`src/uart_regs_pkg.sv`:
```
package uart_regs_pkg;
  // register offsets
  localparam logic [2:0] OFS_HOLD = 3'h0;
  localparam logic [2:0] OFS_IEN = 3'h1;
  localparam logic [2:0] OFS_ISTAT = 3'h2;
  localparam logic [2:0] OFS_LCTRL = 3'h3;
  localparam logic [2:0] OFS_MCTRL = 3'h4;
  localparam logic [2:0] OFS_LSTAT = 3'h5;
  localparam logic [2:0] OFS_MSTAT = 3'h6;
  localparam logic [2:0] OFS_SCRATCH = 3'h7;
  // reset values
  localparam logic [7:0] RST_DIV_LOW = 8'h01;
  localparam logic [7:0] RST_DIV_HIGH = 8'h00;
  localparam logic [3:0] RST_IEN = 4'h0;
  localparam logic [7:0] RST_LCTRL = 8'h00;
  localparam logic [7:0] RST_MCTRL = 8'h00;
  localparam logic [7:0] RST_SCRATCH = 8'h00;
  localparam logic [7:0] RST_ISTAT = 8'h01;
  // field positions
  localparam int IEN_RX_DATA = 0;
  localparam int IEN_TX_EMPTY = 1;
  localparam int IEN_LINE = 2;
  localparam int IEN_MODEM = 3;
  localparam int LCTRL_DIV_EN = 7;
  localparam int LCTRL_PAR_EN = 3;
  localparam int LCTRL_STOP = 2;
  localparam int FCTRL_EN = 0;
  localparam int FCTRL_RX_RST = 1;
  localparam int FCTRL_TX_RST = 2;
  localparam int FCTRL_TRIG_LO = 6;
  // interrupt source codes, highest priority first
  localparam logic [3:0] SRC_LINE = 4'h6;
  localparam logic [3:0] SRC_TIMEOUT = 4'hc;
  localparam logic [3:0] SRC_RX_DATA = 4'h4;
  localparam logic [3:0] SRC_TX_READY = 4'h2;
  localparam logic [3:0] SRC_MODEM = 4'h0;
  localparam logic [3:0] SRC_NONE = 4'h1;
  // receive timeout: four characters plus twelve bit times
  localparam logic [6:0] TMO_CHARS = 7'h04;
  localparam logic [6:0] TMO_BITS = 7'h0c;
  localparam logic [6:0] FRAME_BASE_BITS = 7'h07;
endpackage

```
`src/rx_timeout_timer.sv`:
```
`timescale 1ns/1ps
`default_nettype none
module rx_timeout_timer (
  // clock and reset
  input wire logic i_clk_sys,
  input wire logic i_rst_b,
  // control
  input wire logic i_enable,
  input wire logic i_restart,
  input wire logic i_bit_tick,
  input wire logic [6:0] i_limit,
  // result
  output logic o_expired
);
  logic [6:0] count_q;
  logic [6:0] count_d;
  logic expired_d;
  wire hit = (count_q >= i_limit);

  // counts bit times of silence; a new character or a read starts over
  always_comb begin
    count_d = count_q;
    expired_d = o_expired;
    if (i_restart || !i_enable) begin
      count_d = 7'h00;
      expired_d = 1'b0;
    end else if (hit) begin
      expired_d = 1'b1;
    end else if (i_bit_tick) begin
      count_d = count_q + 7'h01;
    end
  end

  always_ff @(posedge i_clk_sys) begin
    if (!i_rst_b) begin
      count_q <= 7'h00;
      o_expired <= 1'b0;
    end else begin
      count_q <= count_d;
      o_expired <= expired_d;
    end
  end
endmodule
`default_nettype wire

```
`src/uart_regs_irq_enable.sv`:
```
// Behaviour
// - four enable bits gate five sources into status
// - rx data: holding full or trigger reached
// - tx ready on empty, also on enabling
// - line status bits 1-4 raise interrupt
// - modem enable bit; enables reset to zero
// - fifo rx interrupt follows trigger level
// - status and output clear below trigger
// - data ready set on entry, clear empty
// - polled mode: status readable without interrupts
// - overrun sets line status bit 1
// - bits 2-4 report head character errors
// - bit5 holding empty, bit6 all empty
// - bit7 any error anywhere in fifo
// - status read returns highest pending source
// - status bit0 low while interrupt pending
// - each source clears by its own access
// - timeout after four chars twelve bits
// - any modem delta raises modem interrupt
`timescale 1ns/1ps
`default_nettype none
module uart_regs_irq_enable (
  // clock and reset
  input wire logic i_clk_sys,
  input wire logic i_rst_b,
  // host register port
  input wire logic [2:0] i_addr,
  input wire logic i_rd,
  input wire logic i_wr,
  input wire logic [7:0] i_wdata,
  output logic [7:0] o_rdata,
  output logic o_irq,
  // receive engine status
  input wire logic i_rx_char_in,
  input wire logic [7:0] i_rx_head,
  input wire logic i_rx_empty,
  input wire logic [7:0] i_rx_level,
  input wire logic i_rx_overrun,
  input wire logic i_rx_head_parity_err,
  input wire logic i_rx_head_framing_err,
  input wire logic i_rx_head_break,
  input wire logic i_rx_any_err,
  input wire logic [1:0] i_trig_scale,
  input wire logic i_bit_tick,
  // transmit engine status
  input wire logic i_tx_holding_empty,
  input wire logic i_tx_all_empty,
  // modem pins, active low
  input wire logic i_cts_b,
  input wire logic i_dsr_b,
  input wire logic i_ri_b,
  input wire logic i_cd_b,
  // engine controls
  output logic o_rx_pop,
  output logic o_tx_push,
  output logic [7:0] o_tx_data,
  output logic o_fifo_en,
  output logic o_rx_fifo_reset,
  output logic o_tx_fifo_reset,
  output logic [7:0] o_line_control,
  output logic [7:0] o_modem_control,
  output logic [15:0] o_divisor
);
  // host written registers
  logic [3:0] ien_q;
  logic [7:0] div_low_q;
  logic [7:0] div_high_q;
  logic [7:0] scratch_q;
  logic [1:0] trig_sel_q;

  // sticky interrupt flags and their next values
  logic overrun_q;
  logic overrun_d;
  logic tx_pend_q;
  logic tx_pend_d;
  logic tx_empty_prev_q;

  // modem pin pipeline, one bit per pin
  logic [3:0] modem_meta_q;
  logic [3:0] modem_sync_q;
  logic [3:0] modem_prev_q;
  logic [3:0] delta_q;
  wire [3:0] delta_d;

  // decoded and selected values
  logic [3:0] src_code;
  logic [7:0] trig_level;
  logic [7:0] rd_mux;
  logic timeout;

  // address decode; divisor latch overlays offsets 0 and 1
  wire div_sel = o_line_control[uart_regs_pkg::LCTRL_DIV_EN];
  wire hit_hold = (i_addr == uart_regs_pkg::OFS_HOLD);
  wire hit_ien = (i_addr == uart_regs_pkg::OFS_IEN);
  wire wr_tx_holding = i_wr && hit_hold && !div_sel;
  wire wr_div_low = i_wr && hit_hold && div_sel;
  wire wr_ien = i_wr && hit_ien && !div_sel;
  wire wr_div_high = i_wr && hit_ien && div_sel;
  wire wr_fctrl = i_wr && (i_addr == uart_regs_pkg::OFS_ISTAT);
  wire wr_lctrl = i_wr && (i_addr == uart_regs_pkg::OFS_LCTRL);
  wire wr_mctrl = i_wr && (i_addr == uart_regs_pkg::OFS_MCTRL);
  wire wr_scratch = i_wr && (i_addr == uart_regs_pkg::OFS_SCRATCH);
  wire rd_rx_holding = i_rd && hit_hold && !div_sel;
  wire rd_istat = i_rd && (i_addr == uart_regs_pkg::OFS_ISTAT);
  wire rd_lstat = i_rd && (i_addr == uart_regs_pkg::OFS_LSTAT);
  wire rd_mstat = i_rd && (i_addr == uart_regs_pkg::OFS_MSTAT);
  // fifo control bits other than enable only land with enable set
  wire fctrl_en_bit = i_wdata[uart_regs_pkg::FCTRL_EN];

  // trigger level from the fifo mode scale and the fifo control select
  always_comb begin
    case ({i_trig_scale, trig_sel_q})
      4'h0: trig_level = 8'h01;
      4'h1: trig_level = 8'h04;
      4'h2: trig_level = 8'h08;
      4'h3: trig_level = 8'h0e;
      4'h4: trig_level = 8'h02;
      4'h5: trig_level = 8'h08;
      4'h6: trig_level = 8'h10;
      4'h7: trig_level = 8'h1c;
      4'h8: trig_level = 8'h04;
      4'h9: trig_level = 8'h10;
      4'ha: trig_level = 8'h20;
      4'hb: trig_level = 8'h38;
      4'hc: trig_level = 8'h08;
      4'hd: trig_level = 8'h20;
      4'he: trig_level = 8'h40;
      4'hf: trig_level = 8'h70;
      default: trig_level = 8'h01;
    endcase
  end

  // line status assembly
  wire rx_ready = !i_rx_empty;
  wire head_pe = rx_ready && i_rx_head_parity_err;
  wire head_fe = rx_ready && i_rx_head_framing_err;
  wire head_bi = rx_ready && i_rx_head_break;
  wire global_err = o_fifo_en && i_rx_any_err;
  wire [7:0] lstat = {global_err, i_tx_all_empty, i_tx_holding_empty, head_bi,
                      head_fe, head_pe, overrun_q, rx_ready};
  wire [7:0] mstat = {~modem_sync_q, delta_q};

  // pending sources after the enable mask
  wire line_int = ien_q[uart_regs_pkg::IEN_LINE] && (lstat[4:1] != 4'h0);
  wire level_hit = (i_rx_level >= trig_level);
  wire rx_full_int = o_fifo_en ? level_hit : rx_ready;
  wire rx_data_int = ien_q[uart_regs_pkg::IEN_RX_DATA] && rx_full_int;
  wire tmo_int = ien_q[uart_regs_pkg::IEN_RX_DATA] && timeout;
  wire tx_int = ien_q[uart_regs_pkg::IEN_TX_EMPTY] && tx_pend_q;
  wire modem_int = ien_q[uart_regs_pkg::IEN_MODEM] && (delta_q != 4'h0);

  // only the highest pending source is shown; the rest wait their turn
  always_comb begin
    if (line_int) begin
      src_code = uart_regs_pkg::SRC_LINE;
    end else if (tmo_int) begin
      src_code = uart_regs_pkg::SRC_TIMEOUT;
    end else if (rx_data_int) begin
      src_code = uart_regs_pkg::SRC_RX_DATA;
    end else if (tx_int) begin
      src_code = uart_regs_pkg::SRC_TX_READY;
    end else if (modem_int) begin
      src_code = uart_regs_pkg::SRC_MODEM;
    end else begin
      src_code = uart_regs_pkg::SRC_NONE;
    end
  end
  wire [7:0] istat = {o_fifo_en, o_fifo_en, 2'b00, src_code};
  wire any_pending = (src_code != uart_regs_pkg::SRC_NONE);

  // read data selection
  always_comb begin
    case (i_addr)
      uart_regs_pkg::OFS_HOLD: rd_mux = div_sel ? div_low_q : i_rx_head;
      uart_regs_pkg::OFS_IEN: rd_mux = div_sel ? div_high_q : {4'h0, ien_q};
      uart_regs_pkg::OFS_ISTAT: rd_mux = istat;
      uart_regs_pkg::OFS_LCTRL: rd_mux = o_line_control;
      uart_regs_pkg::OFS_MCTRL: rd_mux = o_modem_control;
      uart_regs_pkg::OFS_LSTAT: rd_mux = lstat;
      uart_regs_pkg::OFS_MSTAT: rd_mux = mstat;
      uart_regs_pkg::OFS_SCRATCH: rd_mux = scratch_q;
      default: rd_mux = 8'h00;
    endcase
  end

  // receive timeout: frame length from word length, parity and stop bits
  wire [6:0] frame_bits = uart_regs_pkg::FRAME_BASE_BITS + {5'h00, o_line_control[1:0]}
                        + {6'h00, o_line_control[uart_regs_pkg::LCTRL_PAR_EN]}
                        + {6'h00, o_line_control[uart_regs_pkg::LCTRL_STOP]};
  wire [6:0] tmo_limit = 7'((frame_bits * uart_regs_pkg::TMO_CHARS) + uart_regs_pkg::TMO_BITS);

  // timer runs only in fifo mode with data waiting; new data or a read restarts it
  wire tmo_run = o_fifo_en && rx_ready;
  wire tmo_restart = i_rx_char_in || rd_rx_holding;

  rx_timeout_timer u_timer (
    .i_clk_sys(i_clk_sys),
    .i_rst_b(i_rst_b),
    .i_enable(tmo_run),
    .i_restart(tmo_restart),
    .i_bit_tick(i_bit_tick),
    .i_limit(tmo_limit),
    .o_expired(timeout)
  );

  // sticky flags; a new event in the clearing cycle wins
  wire tx_rise = i_tx_holding_empty && !tx_empty_prev_q;
  wire tx_enable_rise = wr_ien && i_wdata[uart_regs_pkg::IEN_TX_EMPTY]
                      && !ien_q[uart_regs_pkg::IEN_TX_EMPTY] && i_tx_holding_empty;
  wire tx_clear = wr_tx_holding || (rd_istat && src_code == uart_regs_pkg::SRC_TX_READY);
  always_comb begin
    overrun_d = i_rx_overrun ? 1'b1 : (rd_lstat ? 1'b0 : overrun_q);
    tx_pend_d = (tx_rise || tx_enable_rise) ? 1'b1 : (tx_clear ? 1'b0 : tx_pend_q);
  end

  // modem pins: three flops each, then a sticky delta; a change in the read cycle wins
  wire [3:0] modem_pins_b = {i_cd_b, i_ri_b, i_dsr_b, i_cts_b};
  for (genvar g = 0; g < 4; g++) begin : g_modem
    wire pin_changed = modem_sync_q[g] ^ modem_prev_q[g];
    assign delta_d[g] = pin_changed | (rd_mstat ? 1'b0 : delta_q[g]);
    // reset to the inactive level so release gives no false delta
    always_ff @(posedge i_clk_sys) begin
      if (!i_rst_b) begin
        modem_meta_q[g] <= 1'b1;
        modem_sync_q[g] <= 1'b1;
        modem_prev_q[g] <= 1'b1;
        delta_q[g] <= 1'b0;
      end else begin
        modem_meta_q[g] <= modem_pins_b[g];
        modem_sync_q[g] <= modem_meta_q[g];
        modem_prev_q[g] <= modem_sync_q[g];
        delta_q[g] <= delta_d[g];
      end
    end
  end

  // status flags and pipelined interrupt output
  always_ff @(posedge i_clk_sys) begin
    if (!i_rst_b) begin
      overrun_q <= 1'b0;
      tx_pend_q <= 1'b0;
      tx_empty_prev_q <= 1'b1;
      o_irq <= 1'b0;
    end else begin
      overrun_q <= overrun_d;
      tx_pend_q <= tx_pend_d;
      tx_empty_prev_q <= i_tx_holding_empty;
      o_irq <= any_pending;
    end
  end

  // read port answers one cycle after the strobe
  always_ff @(posedge i_clk_sys) begin
    if (!i_rst_b) begin
      o_rdata <= 8'h00;
      o_rx_pop <= 1'b0;
    end else begin
      o_rdata <= i_rd ? rd_mux : o_rdata;
      o_rx_pop <= rd_rx_holding;
    end
  end

  // host writable registers
  always_ff @(posedge i_clk_sys) begin
    if (!i_rst_b) begin
      ien_q <= uart_regs_pkg::RST_IEN;
      div_low_q <= uart_regs_pkg::RST_DIV_LOW;
      div_high_q <= uart_regs_pkg::RST_DIV_HIGH;
      o_line_control <= uart_regs_pkg::RST_LCTRL;
      o_modem_control <= uart_regs_pkg::RST_MCTRL;
      scratch_q <= uart_regs_pkg::RST_SCRATCH;
    end else begin
      if (wr_ien) begin
        ien_q <= i_wdata[3:0];
      end
      if (wr_div_low) begin
        div_low_q <= i_wdata;
      end
      if (wr_div_high) begin
        div_high_q <= i_wdata;
      end
      if (wr_lctrl) begin
        o_line_control <= i_wdata;
      end
      if (wr_mctrl) begin
        o_modem_control <= i_wdata;
      end
      if (wr_scratch) begin
        scratch_q <= i_wdata;
      end
    end
  end

  // fifo control: resets are one-cycle pulses, cleared by hardware
  always_ff @(posedge i_clk_sys) begin
    if (!i_rst_b) begin
      o_fifo_en <= 1'b0;
      trig_sel_q <= 2'b00;
      o_rx_fifo_reset <= 1'b0;
      o_tx_fifo_reset <= 1'b0;
    end else begin
      o_rx_fifo_reset <= wr_fctrl && fctrl_en_bit && i_wdata[uart_regs_pkg::FCTRL_RX_RST];
      o_tx_fifo_reset <= wr_fctrl && fctrl_en_bit && i_wdata[uart_regs_pkg::FCTRL_TX_RST];
      if (wr_fctrl) begin
        o_fifo_en <= fctrl_en_bit;
      end
      if (wr_fctrl && fctrl_en_bit) begin
        trig_sel_q <= i_wdata[uart_regs_pkg::FCTRL_TRIG_LO +: 2];
      end
    end
  end

  // transmit holding write handed to the engine as a pulse
  always_ff @(posedge i_clk_sys) begin
    if (!i_rst_b) begin
      o_tx_push <= 1'b0;
      o_tx_data <= 8'h00;
      o_divisor <= {uart_regs_pkg::RST_DIV_HIGH, uart_regs_pkg::RST_DIV_LOW};
    end else begin
      o_tx_push <= wr_tx_holding;
      o_tx_data <= wr_tx_holding ? i_wdata : o_tx_data;
      o_divisor <= {div_high_q, div_low_q};
    end
  end
endmodule
`default_nettype wire

```
`config.mk`:
```
export PLATFORM = sky130hd
export DESIGN_NAME = uart_regs_irq_enable
export DESIGN_NICKNAME = d
export VERILOG_FILES = /design/src/uart_regs_pkg.sv /design/src/rx_timeout_timer.sv /design/src/uart_regs_irq_enable.sv
export SDC_FILE = /design/constraint.sdc
export NUM_CORES = 1
export LEC_CHECK = 0
export ABC_AREA = 1
export CAP_MARGIN = 25
export CORE_UTILIZATION = 57
export CTS_BUF_LIST = sky130_fd_sc_hd__clkbuf_16
export CTS_CLUSTER_SIZE = 10
export DETAILED_ROUTE_END_ITERATION = 7
export DONT_BUFFER_PORTS = 1
export GPL_TIMING_DRIVEN = 0
export PLACE_DENSITY = 0.74
export REMOVE_ABC_BUFFERS = 1
export SKIP_LAST_GASP = 1
export SYNTH_ARGS = -nofsm -noshare
export SYNTH_HDL_FRONTEND = slang
export SYNTH_SLANG_ARGS = --single-unit
```
`constraint.sdc`:
```
create_clock -name i_clk_sys -period 2.6 [get_ports i_clk_sys]
set_input_delay 0 -clock i_clk_sys [delete_from_list [all_inputs] [get_ports i_clk_sys]]
set_output_delay 0 -clock i_clk_sys [all_outputs]
set_load 0.05 [all_outputs]
```
Word-level counts from Yosys, hierarchy flattened. Memory sizes are Yosys's and may differ from the RTL's. Cells that the tools add are included.

Output and inout bits: 54. Input port bits: 47. Logic and storage cells: 131. Memories kept: 1. Register bits: 111. Bits in read-only memories: 112.

Memories: (no name shown) (words 16, width 7, rd ports 1, clocked after Yosys merged registers in 0, write ports 0, RTL line uart_regs_irq_enable.sv:112) `case ({i_trig_scale, trig_sel_q})`.

Bitwise operators: 11. Equality and inequality tests: 9. $lt $le $gt $ge: 2. Mux-type cells: 17. Reductions and logical operators: 49. $add $sub $neg: 5.

Operator list (number): $pmux W8 S8 (1); $logic_and A1 B1 Y1 (33); $mux W8 (2); $eq A3 B3 Y1 const B (4); $mux W1 (10); $ge A8 B8 Y1 (1); $mux W4 (2); $reduce_bool A4 Y1 (2); $add A7 B1 Y7 const B (1); $add A7 B4 Y7 const B (1); $ge A7 B7 Y1 (1); $eq A3 B2 Y1 const B (2); $add A4 B1 Y5 (1); $add A5 B1 Y5 (1); $logic_not A1 Y1 (5); $add A3 B2 Y4 const A (1); $eq A4 B2 Y1 const B (1); $logic_or A1 B1 Y1 (4); $ne A4 B1 Y1 const B (1); $not A4 Y4 (1); $or A1 B1 Y1 (4); $reduce_bool A2 Y1 (2); $xor A1 B1 Y1 (4); $eq A3 B1 Y1 const B (1); other kinds (6) (7).

Logic depth before layout (Yosys ltp).
Depth after elaboration: 12. Gate-level depth with buffers: 19. Depth with buffers taken out: 19.

Cells and area by module. Synthesis repeated with hierarchy kept, for this count alone.

Cell total of the unflattened synthesis: 700. Area total of the unflattened synthesis: 5109.9 um^2.

Modules (own cells, without submodules): uart_regs_irq_enable (times used 1, seq. area each 2062.0 um^2, cells an instance 599, area each 4469.3 um^2); rx_timeout_timer (times used 1, seq. area each 160.2 um^2, cells an instance 101, area each 640.6 um^2).

Least setup slack after synthesis. OpenSTA, ideal clock, no wires.

Kind: register -> register. Start point: reg o_line_control[0]. End point: reg u_timer.count_q[2]. Path slack: -0.739 ns. Arrival: 3.224 ns. Path buffers: 0. Cell stages (with the launch flop): 17. Required time: 2.485 ns. Setup time: 0.115 ns. Clock period less this slack: 3.339 ns. Cell sequence: dfxtp_1 inv_1 ha_1 inv_1 ha_1 fa_1 inv_1 ha_1 nand3b_1 ha_1 a21oi_1 o221a_2 nand3_2 inv_1 nand3_1 nand2_1 nor2_1.

Cells in the longest elaborated chain, start to end: 7.

RTL lines: from (decl) (RTL line uart_regs_irq_enable.sv:60) `output logic [7:0] o_line_control,`; from (signal assigned) (RTL line uart_regs_irq_enable.sv:269) `o_line_control <= uart_regs_pkg::RST_LCTRL;`; from (signal assigned) (RTL line uart_regs_irq_enable.sv:283) `o_line_control <= i_wdata;`; $add A3 B2 Y4 (RTL line uart_regs_irq_enable.sv:187) `wire [6:0] frame_bits = uart_regs_pkg::FRAME_BASE_BITS + {5'h00, o_line_control[1:0]}`; $add A4 B1 Y5 (RTL line uart_regs_irq_enable.sv:188) `+ {6'h00, o_line_control[uart_regs_pkg::LCTRL_PAR_EN]}`; $add A5 B1 Y5 (RTL line uart_regs_irq_enable.sv:189) `+ {6'h00, o_line_control[uart_regs_pkg::LCTRL_STOP]};`; $add A7 B4 Y7 (RTL line uart_regs_irq_enable.sv:190) `wire [6:0] tmo_limit = 7'((frame_bits * uart_regs_pkg::TMO_CHARS) + uart_regs_pkg::TMO_BITS);`; $ge A7 B7 Y1 (RTL line rx_timeout_timer.sv:18) `wire hit = (count_q >= i_limit);`; $not A1 Y1 (no line); $reduce_and A2 Y1 (no line); to (signal assigned) (RTL line rx_timeout_timer.sv:39) `count_q <= count_d;`; to (decl) (RTL line rx_timeout_timer.sv:15) `logic [6:0] count_q;`.

No other way between the ends. A chain may end at the register's enable or synchronous reset.

Final worst setup path. Same ends and word-level chain as after synthesis.

==> flow_summary.toml <==
[timing]
rsz0062_at_grt = "yes"
max_slew_margin_pct = 48.1
worst_pin_slew_ps = 778
hold_viol_final = 0
setup_tns_ps = -3340
setup_viol = 8
period_needed_ps = 3060
setup_slack_ps = -456
fin_skew_ps = 7.37
fin_crit_sh_pct = 118
slew_violations = 0
fmax_mhz = 327

[route]
wl_per_cell_um = 17.0
wl_um = 13600
vias = 4505
dr.pass1.iters = 5
final_antenna_net_count = 0
via_per_inst = 5.64
dr.first_iter.drc_count = 341
drc_errors = 0

[floorplanning]
num_rows = 33
ios = 101
die_x_um = 95.5
start_util_pct = 59.8
design.die.area_um2 = 9120
core-area_um2 = 8340
dieHeight_um = 95.5

[cts]
tritoncts = "yes"
clockRootBuffer = "clkbuf_16"
htreeDepth = 3
cts.path.max_buffers = 2
clock_latency_ps = 350
clock-sinks = 111
cts_buffers = 9
cts.clk_slew.worst_paths_ps = 70

[placement]
dp_hpwl_um = 9260
place.gp.congestion = 0.915
numPortBuffers = 0

[finish]
diodes = 0
multi_input_area_um2 = 2390
layout-drive-gt1-share_pct = 11.5
fin_nets = 757
register_area_um2 = 2230
syn_to_final_growth_pct = 17.2
nFillCells = 708
fin_util_pct = 70.1

[global_route]
gr-total-overflow = 0
grt_pass1_wl_um = 21000
grt_use_total_pct = 30.7
antenna_found_initial = 0
grt_max_degree = 58
grt_pass1_vias = 4242

[critical_path]
worst_setup_path_start_kind = "flop"
critPathRequiredTime_ps = 2840
critical_path_class = "reg2reg"
arrival_ps = 3300
critPathMaxFanout = 6
end_kind = "flop"

[synth]
seq_area_frac_synth_pct = 44.6
syn_area_um2 = 4980
muxShareOfSynthArea_pct = 0
ys_seq_elements = 111
synth_top_family_by_area = "simple AND/OR/NAND/NOR gates"
syn_inst = 654
synth-xor-area-share_pct = 1.76
yosys.area_share.adder_pct = 4.92
synth-compound-area-share_pct = 18.0
postSynthAreaPerCell_um2 = 7.62
synth-simple-area-share_pct = 21.6
synth_flop_cell = "dfxtp_1"
async_flop_share_pct = 0
synth_edf_count = 0
ys_warn_count = 0
synth.distinct_cells = 43

[pwr]
ir_worst_vdd_v = 0.000327
power_density_nw_per_um2 = 599
leakagePower_nw = 2.46

[hold_path]
min_path_type = "in2reg"

[run]
maxCapViolations = 0

[status]
status = "complete, but fails checks"
violations = "setup timing"
metal layers:
metal	vias up	part of all wire, %	track usage, %
met5	-	0	0
met4	0	1.9	8.83
met3	22	9.0	7.26
met2	188	49	54.9
met1	2060	40	36.3
li1	2235	-	-
synthesized netlist by cell type, types with 2 or more instances:
master,instances,share of area (%)
a22oi_1,5,0.75
o2111ai_1,4,0.70
nor3_1,9,0.90
buf_4,2,0.30
o211ai_1,4,0.60
o22ai_1,4,0.50
a211oi_1,3,0.45
nor2_1,34,2.6
nand2_2,2,0.25
dfxtp_1,111,45
o21ai_0,49,4.9
inv_1,85,6.4
xnor2_1,8,1.4
nor3_2,2,0.40
inv_2,11,0.83
or2_2,13,1.6
nand4_1,7,0.88
xor2_1,2,0.35
nand3_2,2,0.40
ha_1,18,4.5
o21ai_1,8,0.80
nand2_1,124,9.3
a21oi_1,80,8.0
a31oi_1,3,0.38
clkbuf_1,12,0.90
nand3_1,31,3.1
buf_2,5,0.50
layout make-up:
| cell class | count | share of cell area, % |
|---|---|---|
| clock buffer | 9 | 3.85 |
| timing repair buffer | 45 | 7.79 |
| sequential | 111 | 38.2 |
| multi-input combinational | 428 | 40.9 |
| clock inverter | 5 | 0.771 |
| inverter | 96 | 6.30 |
| tap | 105 | 2.25 |
logic make-up (layout without fill, tap and decap cells):
kind of cell,after synthesis,in the layout
adder cells (fa/ha/maj),19,19
AO/OA/AOI/OAI,165,165
AND/OR/NAND/NOR,233,234
buffers and inverters,116,155
XOR/XNOR,10,10
flip-flops,111,111
worst max-delay path, stage by stage, from the launching register on:
cell and delay (ps):
dfxtp_4 460, inv_4 60, ha_4 260, inv_2 40, ha_4 150, fa_1 410, xnor2_2 200, o21ai_0 140
xor2_1 160, ha_1 320, nand2_1 60, o221a_2 330, nand3_4 110, inv_4 60, a21oi_1 130, nor2_1 60
worst paths after layout:
path | start | to | slack (ps) | depth (start not counted)
setup / recovery | o_line_control[0] | u_timer.count_q[2] | -460 | 15
hold / removal | i_rx_head[7] | o_rdata[7] | 4 | 4
setup reg to reg | o_line_control[0] | u_timer.count_q[2] | -460 | 15
hold reg to reg | modem_meta_q[2] | modem_sync_q[2] | 420 | 1
power by group:
| part | leakage (nW) | internal, W | switching, W |
|---|---|---|---|
| Combinational | 1.42 | 0.000148 | 0.000228 |
| Sequential | 0.903 | 0.00174 | 0.0000974 |
| Clock | 0.129 | 0.000652 | 0.000634 |
| Total | 2.46 | 0.00254 | 0.000959 |
state kept, by name (all words and copies together) (netlist names), 2 cells and up:
register         flops
delta_q              4
div_high_q           8
div_low_q            8
ien_q                4
modem_meta_q         4
modem_prev_q         4
modem_sync_q         4
o_divisor           16
o_line_control       8
o_modem_control      8
o_rdata              8
o_tx_data            8
scratch_q            8
trig_sel_q           2
u_timer.count_q      7
per-stage QoR:
step           instances  power (W)  hold WS [ps]  instance area, um^2  setup slack [ps]
6_report             799    0.00350          3.80                 5840              -456
5_1_grt              799    0.00361          35.2                 5840              -590
4_1_cts              792    0.00350          -159                 5780              -478
3_5_place_dp         740    0.00215          79.6                 5050             -1020
3_3_place_gp         739    0.00213          77.0                 5020              -954
2_1_floorplan        634    0.00207          68.7                 4890              -740
cells in the final DEF, fill, tap and decap left out, types with 2 or more instances in the layout:
master	Yosys	layout
nand2_2	2	2
o211ai_1	4	4
nand3_2	2	3
dfxtp_1	111	108
a21oi_2	0	3
nand2_1	124	124
nor2_1	34	34
nor3_2	2	2
xor2_1	2	2
o21ai_1	8	9
nand4_1	7	7
buf_4	2	9
clkinv_4	0	3
o2111ai_1	4	4
inv_1	85	81
a21oi_1	80	77
a22oi_1	5	5
o22ai_1	4	4
o21ai_0	49	48
nand3_1	31	30
a211oi_1	3	3
inv_4	0	3
clkbuf_16	0	9
ha_4	0	3
xnor2_1	8	7
inv_2	11	12
dfxtp_4	0	2
nor3_1	9	9
a31oi_1	3	3
or2_2	13	13
nand3_4	1	2
dlygate4sd3_1	0	34
ha_1	18	14
repair_timing:
| item | 4_1_cts | 5_1_grt |
|---|---|---|
| hold buffers | 34 | 1 |
| pin swaps | 7 | 6 |
| setup endpoints to repair | 8 | 9 |
| endpoints found under the hold margin | 101 | 6 |
| cloned | 1 | 0 |
| resized for setup | 22 | 2 |
| buffers inserted | 3 | 6 |
Note: power is estimated with default switching activity, not from simulation.
